--- config.mk ---
export PLATFORM = sky130hd
export DESIGN_NAME = stop_mode_power_control
export DESIGN_NICKNAME = d
export VERILOG_FILES = /design/src/design/stop_mode_power_control.v /design/src/design/sync2.v /design/src/design/bkgnd_cmd_filter.v
export VERILOG_INCLUDE_DIRS = /design/src /design/src/design
export SDC_FILE = /design/constraint.sdc
export NUM_CORES = 1
export LEC_CHECK = 0
export BUFFER_PORTS_ARGS = -buffer_cell sky130_fd_sc_hd__buf_4
export CORE_ASPECT_RATIO = 0.75
export CORE_MARGIN = 2
export CORE_UTILIZATION = 55
export CTS_CLUSTER_DIAMETER = 150
export CTS_CLUSTER_SIZE = 8
export DETAILED_ROUTE_END_ITERATION = 12
export PLACE_DENSITY = 0.87
export RECOVER_POWER = 25
export SLEW_MARGIN = 10
export SYNTH_ARGS = -nofsm -noshare
export SYNTH_HDL_FRONTEND = slang
export SYNTH_SLANG_ARGS = --single-unit
--- constraint.sdc ---
create_clock -name SYS_CLK -period 4.3 [get_ports SYS_CLK]
set_input_delay 0.86 -clock SYS_CLK [delete_from_list [all_inputs] [get_ports SYS_CLK]]
set_output_delay 0.86 -clock SYS_CLK [all_outputs]
set_load 0.005 [all_outputs]
--- src/design/stop_ctrl_consts.vh ---
// Purpose: shared constants for the stop-mode power controller
// Assumes: included by bare name from design files
// Notes: states are one-hot, command classes are small codes
`ifndef STOP_CTRL_CONSTS_VH
`define STOP_CTRL_CONSTS_VH

// one-hot states of the stop sequencer
`define ST_RUN 4'h1
`define ST_LIGHT 4'h2
`define ST_DEEP 4'h4
`define ST_BKGND 4'h8

// background command classes
`define CMD_NONINTRUSIVE 2'h0
`define CMD_MEM_STATUS 2'h1
`define CMD_BACKGROUND 2'h2
`define CMD_ACTIVE_ONLY 2'h3

// command answer codes
`define ANS_OK 2'h0
`define ANS_STOP_ERR 2'h1
`define ANS_REJECT 2'h2

// mode-select encoding: deep stop when set
`define DEEP_SEL_VALUE 1'h1
// periodic wake rate value that disables it
`define RATE_OFF 3'h0
// reset value of the state register
`define STATE_RESET 4'h1
// cycles the illegal-opcode reset pulse stands
`define ILLOP_CYCLES 4'h4

`endif

--- src/design/stop_mode_power_control.v ---
// Purpose: stop-mode entry and power-state control
// Assumes: 50 MHz SYS_CLK; stop strobe and debug commands are same-clock
// Notes: power and clock outputs are power-state levels: 1 on, 0 standby/off per port
`timescale 1ns/1ps
`default_nettype none
`include "stop_ctrl_consts.vh"

// Functional notes
// - background mode entry from run only with debug entry enabled
// - debug enabled stop keeps debug logic clock running
// - debug enabled stop keeps regulator in full regulation
// - deep stop request with debug enabled becomes light stop
// - in stop reject commands; status memory commands return stop error
// - background command in light stop wakes into background mode if enabled
// - in background mode every command is accepted
// - debug stop: light stop, clock generator and regulator active
// - low voltage raises interrupt or reset as configured
// - low voltage detect and low voltage stop enable both set in stop keeps regulator active
// - deep stop request with low voltage stop detect becomes light
// - low voltage stop: light stop, clock generator off, regulator active
// - any stop gates peripheral clocks even with debug clock on
// - deep stop turns off cpu, flash, ports, converter, clocks, serial, timers
// - light stop puts cpu, memories, ports, serial, timers in standby
// - light stop converter runs only with async clock and detector enabled
// - light stop oscillator runs with debug enabled, or with oscillator stop enable set and no low voltage stop
// - periodic wake runs in stop only with nonzero rate select
// - mode select one picks deep stop, zero picks light stop
// - stop with stop enable clear forces illegal opcode reset
module stop_mode_power_control (
    // clock and reset
    input wire SYS_CLK,
    input wire RST,
    // cpu side, same clock
    input wire STOP_EXEC,
    input wire STOP_INSTRUCTION_ENABLE,
    input wire DEEP_STOP_SELECT,
    // configuration, same clock
    input wire DEBUG_ENTRY_ENABLE,
    input wire LOWVOLT_DETECT_ENABLE,
    input wire LOWVOLT_STOP_ENABLE,
    input wire LOWVOLT_RESET_SELECT,
    input wire OSCILLATOR_STOP_ENABLE,
    input wire CONV_ASYNC_CLK_ENABLE,
    input wire [2:0] PERIODIC_WAKE_RATE_SELECT,
    // wake sources and detector, asynchronous pins
    input wire WAKE_PIN,
    input wire PERIODIC_WAKE_EVENT,
    input wire LOWVOLT_BELOW,
    // background debug command, same clock
    input wire CMD_VALID,
    input wire [1:0] CMD_CLASS,
    input wire DEBUG_GO,
    // command answer
    output wire CMD_ANS_VALID,
    output wire [1:0] CMD_ANS_CODE,
    output wire CMD_MEM_ACCESS,
    // state
    output reg STOP_LIGHT,
    output reg STOP_DEEP,
    output reg BACKGROUND_DEBUG_MODE,
    output reg ILLEGAL_OPCODE_RESET,
    output reg LOWVOLT_INTERRUPT,
    output reg LOWVOLT_RESET,
    // power and clock controls
    output reg DEBUG_CLK_EN,
    output reg PERIPH_CLK_EN,
    output reg REGULATOR_FULL,
    output reg CPU_ON,
    output reg CPU_POWERED,
    output reg FLASH_POWERED,
    output reg PORT_REGS_POWERED,
    output reg SERIAL_POWERED,
    output reg TIMER_POWERED,
    output reg PIN_HOLD,
    output reg CONV_RUN,
    output reg CONV_POWERED,
    output reg CLOCK_GEN_RUN,
    output reg CLOCK_GEN_POWERED,
    output reg PERIODIC_WAKE_RUN
);
    reg [3:0] state_q;
    reg [3:0] state_d;
    reg [3:0] illop_cnt_q;
    reg lv_below_q;
    reg [2:0] rate_q;
    wire wake_pin_s;
    wire rti_s;
    wire lv_s;
    wire wake_req;
    wire lv_stop;

    // picks the stop state from the overrides
    function [3:0] pick_stop;
        input deep_sel;
        input dbg_en;
        input lvs;
        begin
            if (deep_sel == `DEEP_SEL_VALUE && !dbg_en && !lvs) begin
                pick_stop = `ST_DEEP;
            end else begin
                pick_stop = `ST_LIGHT;
            end
        end
    endfunction

    // ************************************************************
    // input synchronisers and command filter
    // ************************************************************
    sync2 #(
        .WIDTH(3)
    ) u_sync (
        .clk(SYS_CLK),
        .rst(RST),
        .din({WAKE_PIN, PERIODIC_WAKE_EVENT, LOWVOLT_BELOW}),
        .dout({wake_pin_s, rti_s, lv_s})
    );

    bkgnd_cmd_filter u_filter (
        .clk(SYS_CLK),
        .rst(RST),
        .in_stop(state_q[1] | state_q[2]),
        .in_bkgnd(state_q[3]),
        .debug_entry_enable(DEBUG_ENTRY_ENABLE),
        .cmd_valid(CMD_VALID),
        .cmd_class(CMD_CLASS),
        .ans_valid_q(CMD_ANS_VALID),
        .ans_code_q(CMD_ANS_CODE),
        .mem_access_q(CMD_MEM_ACCESS),
        .wake_req_q(wake_req)
    );

    assign lv_stop = LOWVOLT_DETECT_ENABLE & LOWVOLT_STOP_ENABLE;

    // ************************************************************
    // state sequencer
    // ************************************************************
    // next state from stop, wake and debug events
    always @* begin
        state_d = state_q;
        case (state_q)
            `ST_RUN: begin
                if (wake_req) begin
                    state_d = `ST_BKGND;
                end else if (STOP_EXEC && STOP_INSTRUCTION_ENABLE) begin
                    state_d = pick_stop(DEEP_STOP_SELECT, DEBUG_ENTRY_ENABLE, lv_stop);
                end
            end
            `ST_LIGHT: begin
                if (wake_req) begin
                    state_d = `ST_BKGND;
                end else if (wake_pin_s || (rti_s && rate_q != `RATE_OFF)) begin
                    state_d = `ST_RUN;
                end
            end
            `ST_DEEP: begin
                if (wake_pin_s || (rti_s && rate_q != `RATE_OFF)) begin
                    state_d = `ST_RUN;
                end
            end
            `ST_BKGND: begin
                if (DEBUG_GO) begin
                    state_d = `ST_RUN;
                end
            end
            default: state_d = `STATE_RESET;
        endcase
    end

    // state, captured rate and illegal opcode pulse
    always @(posedge SYS_CLK or posedge RST) begin
        if (RST) begin
            state_q <= `STATE_RESET;
            rate_q <= `RATE_OFF;
            illop_cnt_q <= 4'h0;
            lv_below_q <= 1'b0;
        end else begin
            state_q <= state_d;
            lv_below_q <= lv_s;
            if (state_q == `ST_RUN) begin
                rate_q <= PERIODIC_WAKE_RATE_SELECT;
            end
            if (state_q == `ST_RUN && STOP_EXEC && !STOP_INSTRUCTION_ENABLE) begin
                illop_cnt_q <= `ILLOP_CYCLES;
            end else if (illop_cnt_q != 4'h0) begin
                illop_cnt_q <= illop_cnt_q - 4'h1;
            end
        end
    end

    // ************************************************************
    // registered power and clock controls
    // ************************************************************
    // decode the next state into domain controls
    always @(posedge SYS_CLK or posedge RST) begin
        if (RST) begin
            STOP_LIGHT <= 1'b0;
            STOP_DEEP <= 1'b0;
            BACKGROUND_DEBUG_MODE <= 1'b0;
            ILLEGAL_OPCODE_RESET <= 1'b0;
            LOWVOLT_INTERRUPT <= 1'b0;
            LOWVOLT_RESET <= 1'b0;
            DEBUG_CLK_EN <= 1'b1;
            PERIPH_CLK_EN <= 1'b1;
            REGULATOR_FULL <= 1'b1;
            CPU_ON <= 1'b1;
            CPU_POWERED <= 1'b1;
            FLASH_POWERED <= 1'b1;
            PORT_REGS_POWERED <= 1'b1;
            SERIAL_POWERED <= 1'b1;
            TIMER_POWERED <= 1'b1;
            PIN_HOLD <= 1'b0;
            CONV_RUN <= 1'b1;
            CONV_POWERED <= 1'b1;
            CLOCK_GEN_RUN <= 1'b1;
            CLOCK_GEN_POWERED <= 1'b1;
            PERIODIC_WAKE_RUN <= 1'b0;
        end else begin
            STOP_LIGHT <= (state_d == `ST_LIGHT);
            STOP_DEEP <= (state_d == `ST_DEEP);
            BACKGROUND_DEBUG_MODE <= (state_d == `ST_BKGND);
            ILLEGAL_OPCODE_RESET <= (state_q == `ST_RUN && STOP_EXEC
                && !STOP_INSTRUCTION_ENABLE) || (illop_cnt_q > 4'h1);
            // detector event, one pulse per falling crossing
            LOWVOLT_INTERRUPT <= LOWVOLT_DETECT_ENABLE && lv_s && !lv_below_q
                && !LOWVOLT_RESET_SELECT;
            LOWVOLT_RESET <= LOWVOLT_DETECT_ENABLE && lv_s && !lv_below_q
                && LOWVOLT_RESET_SELECT;
            case (state_d)
                `ST_LIGHT: begin
                    DEBUG_CLK_EN <= DEBUG_ENTRY_ENABLE;
                    PERIPH_CLK_EN <= 1'b0;
                    REGULATOR_FULL <= DEBUG_ENTRY_ENABLE | lv_stop;
                    CPU_ON <= 1'b0;
                    CPU_POWERED <= 1'b1;
                    FLASH_POWERED <= 1'b1;
                    PORT_REGS_POWERED <= 1'b1;
                    SERIAL_POWERED <= 1'b1;
                    TIMER_POWERED <= 1'b1;
                    PIN_HOLD <= 1'b1;
                    CONV_RUN <= CONV_ASYNC_CLK_ENABLE & LOWVOLT_DETECT_ENABLE;
                    CONV_POWERED <= 1'b1;
                    // debug stop keeps generator active; otherwise per enable, off in low voltage stop
                    CLOCK_GEN_RUN <= DEBUG_ENTRY_ENABLE
                        | (OSCILLATOR_STOP_ENABLE & !lv_stop);
                    CLOCK_GEN_POWERED <= 1'b1;
                    PERIODIC_WAKE_RUN <= (rate_q != `RATE_OFF);
                end
                `ST_DEEP: begin
                    DEBUG_CLK_EN <= 1'b0;
                    PERIPH_CLK_EN <= 1'b0;
                    REGULATOR_FULL <= 1'b0;
                    CPU_ON <= 1'b0;
                    CPU_POWERED <= 1'b0;
                    FLASH_POWERED <= 1'b0;
                    PORT_REGS_POWERED <= 1'b0;
                    SERIAL_POWERED <= 1'b0;
                    TIMER_POWERED <= 1'b0;
                    PIN_HOLD <= 1'b1;
                    CONV_RUN <= 1'b0;
                    CONV_POWERED <= 1'b0;
                    CLOCK_GEN_RUN <= 1'b0;
                    CLOCK_GEN_POWERED <= 1'b0;
                    PERIODIC_WAKE_RUN <= (rate_q != `RATE_OFF);
                end
                default: begin
                    DEBUG_CLK_EN <= 1'b1;
                    PERIPH_CLK_EN <= 1'b1;
                    REGULATOR_FULL <= 1'b1;
                    CPU_ON <= (state_d == `ST_RUN);
                    CPU_POWERED <= 1'b1;
                    FLASH_POWERED <= 1'b1;
                    PORT_REGS_POWERED <= 1'b1;
                    SERIAL_POWERED <= 1'b1;
                    TIMER_POWERED <= 1'b1;
                    PIN_HOLD <= 1'b0;
                    CONV_RUN <= 1'b1;
                    CONV_POWERED <= 1'b1;
                    CLOCK_GEN_RUN <= 1'b1;
                    CLOCK_GEN_POWERED <= 1'b1;
                    PERIODIC_WAKE_RUN <= (PERIODIC_WAKE_RATE_SELECT != `RATE_OFF);
                end
            endcase
        end
    end
endmodule
`default_nettype wire

--- src/design/sync2.v ---
// Purpose: two-flop synchroniser for asynchronous level inputs
// Assumes: single clock SYS domain, async active-high reset
// Notes: first stage is read only by the second stage
`timescale 1ns/1ps
`default_nettype none
module sync2 #(
    parameter WIDTH = 1
) (
    // clock and reset
    input wire clk,
    input wire rst,
    // data
    input wire [WIDTH-1:0] din,
    output wire [WIDTH-1:0] dout
);
    reg [WIDTH-1:0] meta_q;
    reg [WIDTH-1:0] sync_q;

    // two stages in series
    always @(posedge clk or posedge rst) begin
        if (rst) begin
            meta_q <= {WIDTH{1'b0}};
            sync_q <= {WIDTH{1'b0}};
        end else begin
            meta_q <= din;
            sync_q <= meta_q;
        end
    end

    assign dout = sync_q;
endmodule
`default_nettype wire

--- src/design/bkgnd_cmd_filter.v ---
// Purpose: decides the answer to a background command by power state
// Assumes: command strobe and class come from logic on the same clock
// Notes: registered answer, one cycle after the strobe
`timescale 1ns/1ps
`default_nettype none
`include "stop_ctrl_consts.vh"
module bkgnd_cmd_filter (
    // clock and reset
    input wire clk,
    input wire rst,
    // state
    input wire in_stop,
    input wire in_bkgnd,
    input wire debug_entry_enable,
    // command
    input wire cmd_valid,
    input wire [1:0] cmd_class,
    // answer
    output reg ans_valid_q,
    output reg [1:0] ans_code_q,
    output reg mem_access_q,
    output reg wake_req_q
);
    reg [1:0] code_d;
    reg access_d;
    reg wake_d;

    // classify a command against the current state
    always @* begin
        code_d = `ANS_OK;
        access_d = 1'b0;
        wake_d = 1'b0;
        if (in_bkgnd) begin
            access_d = (cmd_class != `CMD_BACKGROUND);
        end else if (in_stop) begin
            case (cmd_class)
                `CMD_MEM_STATUS: code_d = `ANS_STOP_ERR;
                `CMD_BACKGROUND: begin
                    wake_d = debug_entry_enable;
                    code_d = debug_entry_enable ? `ANS_OK : `ANS_REJECT;
                end
                default: code_d = `ANS_REJECT;
            endcase
        end else begin
            case (cmd_class)
                `CMD_ACTIVE_ONLY: code_d = `ANS_REJECT;
                `CMD_BACKGROUND: begin
                    wake_d = debug_entry_enable;
                    code_d = debug_entry_enable ? `ANS_OK : `ANS_REJECT;
                end
                default: access_d = 1'b1;
            endcase
        end
    end

    // register the answer
    always @(posedge clk or posedge rst) begin
        if (rst) begin
            ans_valid_q <= 1'b0;
            ans_code_q <= `ANS_OK;
            mem_access_q <= 1'b0;
            wake_req_q <= 1'b0;
        end else begin
            ans_valid_q <= cmd_valid;
            ans_code_q <= cmd_valid ? code_d : `ANS_OK;
            mem_access_q <= cmd_valid & access_d;
            wake_req_q <= cmd_valid & wake_d;
        end
    end
endmodule
`default_nettype wire

# After elaboration in Yosys (flattened, before gate mapping)
# Index checks and enable logic that the tools add are counted.
[totals]
register_bits = 38
output_inout_bits = 25
[classes]
order_cmp = 1
bitwise_logic = 8
eq_ne = 12
muxes = 29
n_reduce_logical = 23
n_addsub = 1
[op_table]
columns = ["op", "count"]
rows = [
  ["2-to-1 mux 4 bit", 7],
  ["case mux 4 bit (4 select lines)", 1],
  ["logical AND 1 bit", 10],
  ["2-to-1 mux 1 bit", 10],
  ["equality test 4 x 1 -> 1 bit, second input constant", 2],
  ["equality test 4 x 2 -> 1 bit, second input constant", 2],
  ["equality test 4 x 3 -> 1 bit, second input constant", 2],
  ["equality test 4 bit, second input constant", 2],
  ["2-to-1 mux 2 bit", 4],
  ["case mux 1 bit (2 select lines)", 4],
  ["case mux 2 bit (2 select lines)", 2],
  ["nonzero test 3 bit", 2],
  ["AND 1 bit", 5],
  ["logical NOT 1 bit", 5],
  ["equality test 2 bit, second input constant", 2],
  ["> comparator 4 x 1 -> 1 bit, second input constant", 1],
  ["nonzero test 4 bit", 1],
  ["OR reduction 2 bit", 2],
  ["subtractor 4 x 1 -> 4 bit, second input constant", 1],
  ["2-to-1 mux 3 bit", 1],
  ["OR 1 bit", 3],
  ["equality test 2 x 1 -> 1 bit, second input constant", 1],
  ["logical OR 1 bit", 2],
  ["!= test 2 bit, second input constant", 1],
  ["nonzero test 2 bit", 1],
]

# Longest topological paths before layout
[logic_depth]
word_depth = 10
depth_mapped = 7

# Cells and area by module
# Synthesis repeated with hierarchy kept, for this count alone.
[unflattened]
hier_cells = 140
hier_area_um2 = 1602.8
[by_module_without_submodules]
columns = ["mod", "area_each_um2", "n_inst", "seq_area_each_um2", "cells_per_inst"]
rows = [
  ["stop_mode_power_control", 1244.9, 1, 685.7, 116],
  ["bkgnd_cmd_filter", 203.9, 1, 125.1, 17],
  ["sync2", 153.9, 1, 150.1, 7],
]

# Worst setup path after synthesis
# OpenSTA, ideal clock, no wires.
[synth_path]
path_kind = "input to register"
from = "input STOP_EXEC"
to = "register PERIODIC_WAKE_RUN"
n_path_buf = 1
setup_slack_ns = 2.061
arrival_ns = 2.114
cell_stages = 6
cell_sequence = "and2_2 -> and3_2 -> a32o_2 -> or2_1 -> buf_6 -> mux2_4"
[synth_between]
elab_chain_len = 7
word_cells_on_any_way = 8
cone_classes = "eq/ne (2); mux (4); reduce/logical (2)"
[synth_rtl]
columns = ["element", "line_no", "source"]
rows = [
  ["start, declared", "stop_mode_power_control.v:34", "input wire STOP_EXEC,"],
  ["logical AND 1 bit *", "stop_mode_power_control.v:144", "end else if (STOP_EXEC && STOP_INSTRUCTION_ENABLE) begin"],
  ["2-to-1 mux 4 bit *", "stop_mode_power_control.v:144", ""],
  ["2-to-1 mux 4 bit *", "stop_mode_power_control.v:142", "if (wake_req) begin"],
  ["case mux 4 bit (4 select lines) *", "stop_mode_power_control.v:140", "case (state_q)"],
  ["via state_d[2]", "stop_mode_power_control.v:82", "reg [3:0] state_d;"],
  ["equality test 4 x 2 -> 1 bit / equality test 4 x 3 -> 1 bit (equally long branches)", "stop_mode_power_control.v:228", "case (state_d)"],
  ["OR reduction 2 bit (no line) *", "n/a", ""],
  ["2-to-1 mux 1 bit *", "n/a", ""],
  ["end signal, assigned", "stop_mode_power_control.v:246", "PERIODIC_WAKE_RUN <= (rate_q != `RATE_OFF);"],
  ["end signal, assigned", "stop_mode_power_control.v:263", "PERIODIC_WAKE_RUN <= (rate_q != `RATE_OFF);"],
  ["end signal, assigned", "stop_mode_power_control.v:280", "PERIODIC_WAKE_RUN <= (PERIODIC_WAKE_RATE_SELECT != `RATE_OFF);"],
  ["end, declared", "stop_mode_power_control.v:79", "output reg PERIODIC_WAKE_RUN"],
]
# The timed path passes the listed nets; every way through them passes the cells marked *.
# A chain may end at the register's enable or synchronous reset.

==> metrics <==
vias in the first global route=between 1000 and 1500; CP Capture Type=asynchronous set/reset pin; pwr/cell area=438.8 nW/um^2; Core Area=2893 um^2; status=finished, violations left; # resized after CTS=0; number of top-level pins=46; Post-CTS Hold Buffers=0; Final Cell Area=roughly 2000 um^2; Gate Count Post-Synth=135; initial antenna violation count=0; max-cap violations=1; final WL=approximately 3.2 mm; Worst path slowest cell=clkbuf_1; Synth Cell Area=about 1600 um^2; I/O Buffers=45; ant diodes=0; skew final=~0.0038 ns; worst path bufs/invs=3; fin. max-slew vios=32; Die Area=approximately 3500 um^2; Hold Crit Class=flip-flop to flip-flop; CP Launch Type=input port; CP max stage delay=1.15 ns; Clock Sinks=38; vias per cell=5.382; fin crit period=between 2 and 2.5 ns; H-tree depth=2; CP Max Fanout=31; Setup WS pre-CTS=around 1.9 ns; Synthesized Nets=around 160; Initial Util=0.5692; clock latency on the worst-skew pair=0.28 ns; Main synth FF type=dfrtp_1; clock buffer depth=2; gr ovfl total=0; Post-synth top cells=dfrtp_1 (30), nor2_1 (9), dfstp_2 (8), nand2_1 (8); area leader, netlist=dfrtp_1; placed instance area=1942 um^2; TritonCTS clock tree=yes; Reg area=960.9 um^2; Worst-path clk slew=approximately 0.060 ns; Least-Margin Pin Slew=approximately 1.5 ns; LEAKAGE=between 0.9 and 1 nW; Pre-antenna DRT Iters=4; failing checks=capacitance limit, slew limit; Site Rows=17; first-pass GRT wire length=5.264 mm; drt wl/cell=~15 um; Worst Setup Slack, final=2.083 ns; Synth area leaders=dfrtp_1 (46%), dfstp_2 (13%), buf_4 (2.7%); ys async rst share=1.000; DIE WIDTH=67.18 um; EDFF count, synth=0; critical-path cell list=clkbuf_4, inv_1, clkbuf_1; RSZ-0062 raised after global routing=false; warnings from Yosys=0; CP Class=input port to asynchronous set/reset pin; largest net degree at the start of global routing=32; Data required, critical path=between 4 and 5 ns; CTS root buf=clkbuf_8; DRC Markers=0; initial drt markers=between 60 and 70; FILL cells=about 230; Area Overhead vs Synth=22.49%; final setup fails=0; overall routing resource usage=0.2198; Multi-input gate area=about 560 um^2; most common cell in the netlist=dfrtp_1; dpl hpwl=~2.3 mm; Die H=around 51 um; Tcrit/Tclk final=0.5156; fmax=about 0.45 GHz; Unique masters post-synth=39; Util after Layout=0.6972; worst IR drop on VDD=between 0.3 and 0.4 mV; endpoints failing hold=0; layout net count=approximately 200; Min Hold Slack=0.3565 ns; setup TNS=0 ns; Num CTS Buffers=5; synthesized area per cell=roughly 12 um^2; Worst slew margin=-0.02560; via count=~1200; Seq/Total Area, Yosys=0.5836; share of cells above drive strength 1=0.3911; GPL Wtd Cong=around 0.84; post-route ant nets=0; crit path DAT=around 2.3 ns; #FFs+latches synth=38; share of the synthesized area in the top cell type=0.4559; Top Family by Delay on Critical Path=buffers and inverters; postcts setup bufs=0
[sequential cells by signal (all words and copies together) (netlist names), 2 cells and up]
name,flops
state_q,4
u_sync.meta_q,3
u_sync.dout,3
illop_cnt_q,4
rate_q,3
u_filter.ans_code_q,2
[logic make-up (layout without fill, tap and decap cells)]
logic type / Yosys count / in the layout / share of synthesized area
AND/OR/NAND/NOR: 46 / 46 / 0.1687
flip-flops: 38 / 38 / 0.5836
AO/OA/AOI/OAI: 25 / 25 / 0.1079
buffers and inverters: 17 / 61 / 0.07523
multiplexers: 5 / 5 / 0.03647
adder cells (fa/ha/maj): 3 / 3 / 0.02280
XOR/XNOR: 1 / 1 / 0.005320
[metrics by stage]
step           cells  power [mW]
6_report         217      0.8851
5_1_grt          217      0.9482
4_1_cts          217      0.8962
3_5_place_dp     209      0.6542
3_3_place_gp     209      0.6406
2_1_floorplan    135      0.5831
[worst register-to-register path: stages (launching register included)]
cell and delay (ns):
dfstp_2 0.60, nor4b_4 0.46, and2b_4 0.26, a22o_2 0.20, or2_1 0.21, mux2_4 0.31
[worst paths after layout]
path	from	endpoint	slack, ns	cells after the start
setup reg to reg	state_q[0]	PERIODIC_WAKE_RUN	2.13	5
hold reg to reg	u_sync.meta_q[0]	u_sync.dout[0]	0.36	0
setup / recovery	RST	u_filter.ans_code_q[1]	2.08	3
hold / removal	u_sync.meta_q[0]	u_sync.dout[0]	0.36	0
min in group asynchronous	RST	u_sync.meta_q[0]	0.50	2
max in group SYS_CLK	state_q[0]	PERIODIC_WAKE_RUN	2.13	5
[report_power, final]
| part | switching [mW] | total [mW] | internal [mW] |
|---|---|---|---|
| logic | 0.0950 | 0.199 | 0.104 |
| registers | 0.0348 | 0.446 | 0.412 |
| clock network | 0.109 | 0.239 | 0.130 |
| total | 0.239 | 0.885 | 0.646 |
[cells in the final DEF, fill, tap and decap left out, drive strengths merged]
cell type  instances
a21boi             2
o21ai              4
ha                 3
nor4b              1
or2                1
nand2b             4
and2               1
nor3b              3
a21oi              7
nand3              2
and3               1
inv                7
nand2              8
a211oi             2
a31oi              2
a22o               2
nor2               9
buf               38
nand3b             2
and4b              1
o41ai              2
nor2b              2
xnor2              1
a211o              1
mux2               5
dfrtp             30
a32o               2
and2b              1
or3                4
o211ai             1
and3b              1
dfstp              8
nor3               5
clkbuf            16
[cell type report]
class | instances | share of cell area
well taps | 38 | 0.02357
repair buffers | 46 | 0.1638
clock buffers | 8 | 0.04467
multi-input cells | 80 | 0.2785
flip-flops and latches | 38 | 0.4764
inverters | 7 | 0.01303
[routing by layer]
metal	global-route usage	routed length (um)
met1	0.2548	1231
met2	0.3630	1612
met3	0.08590	261
met4	0.09184	62
met5	0	0
Power figures use the tool's default switching activity.
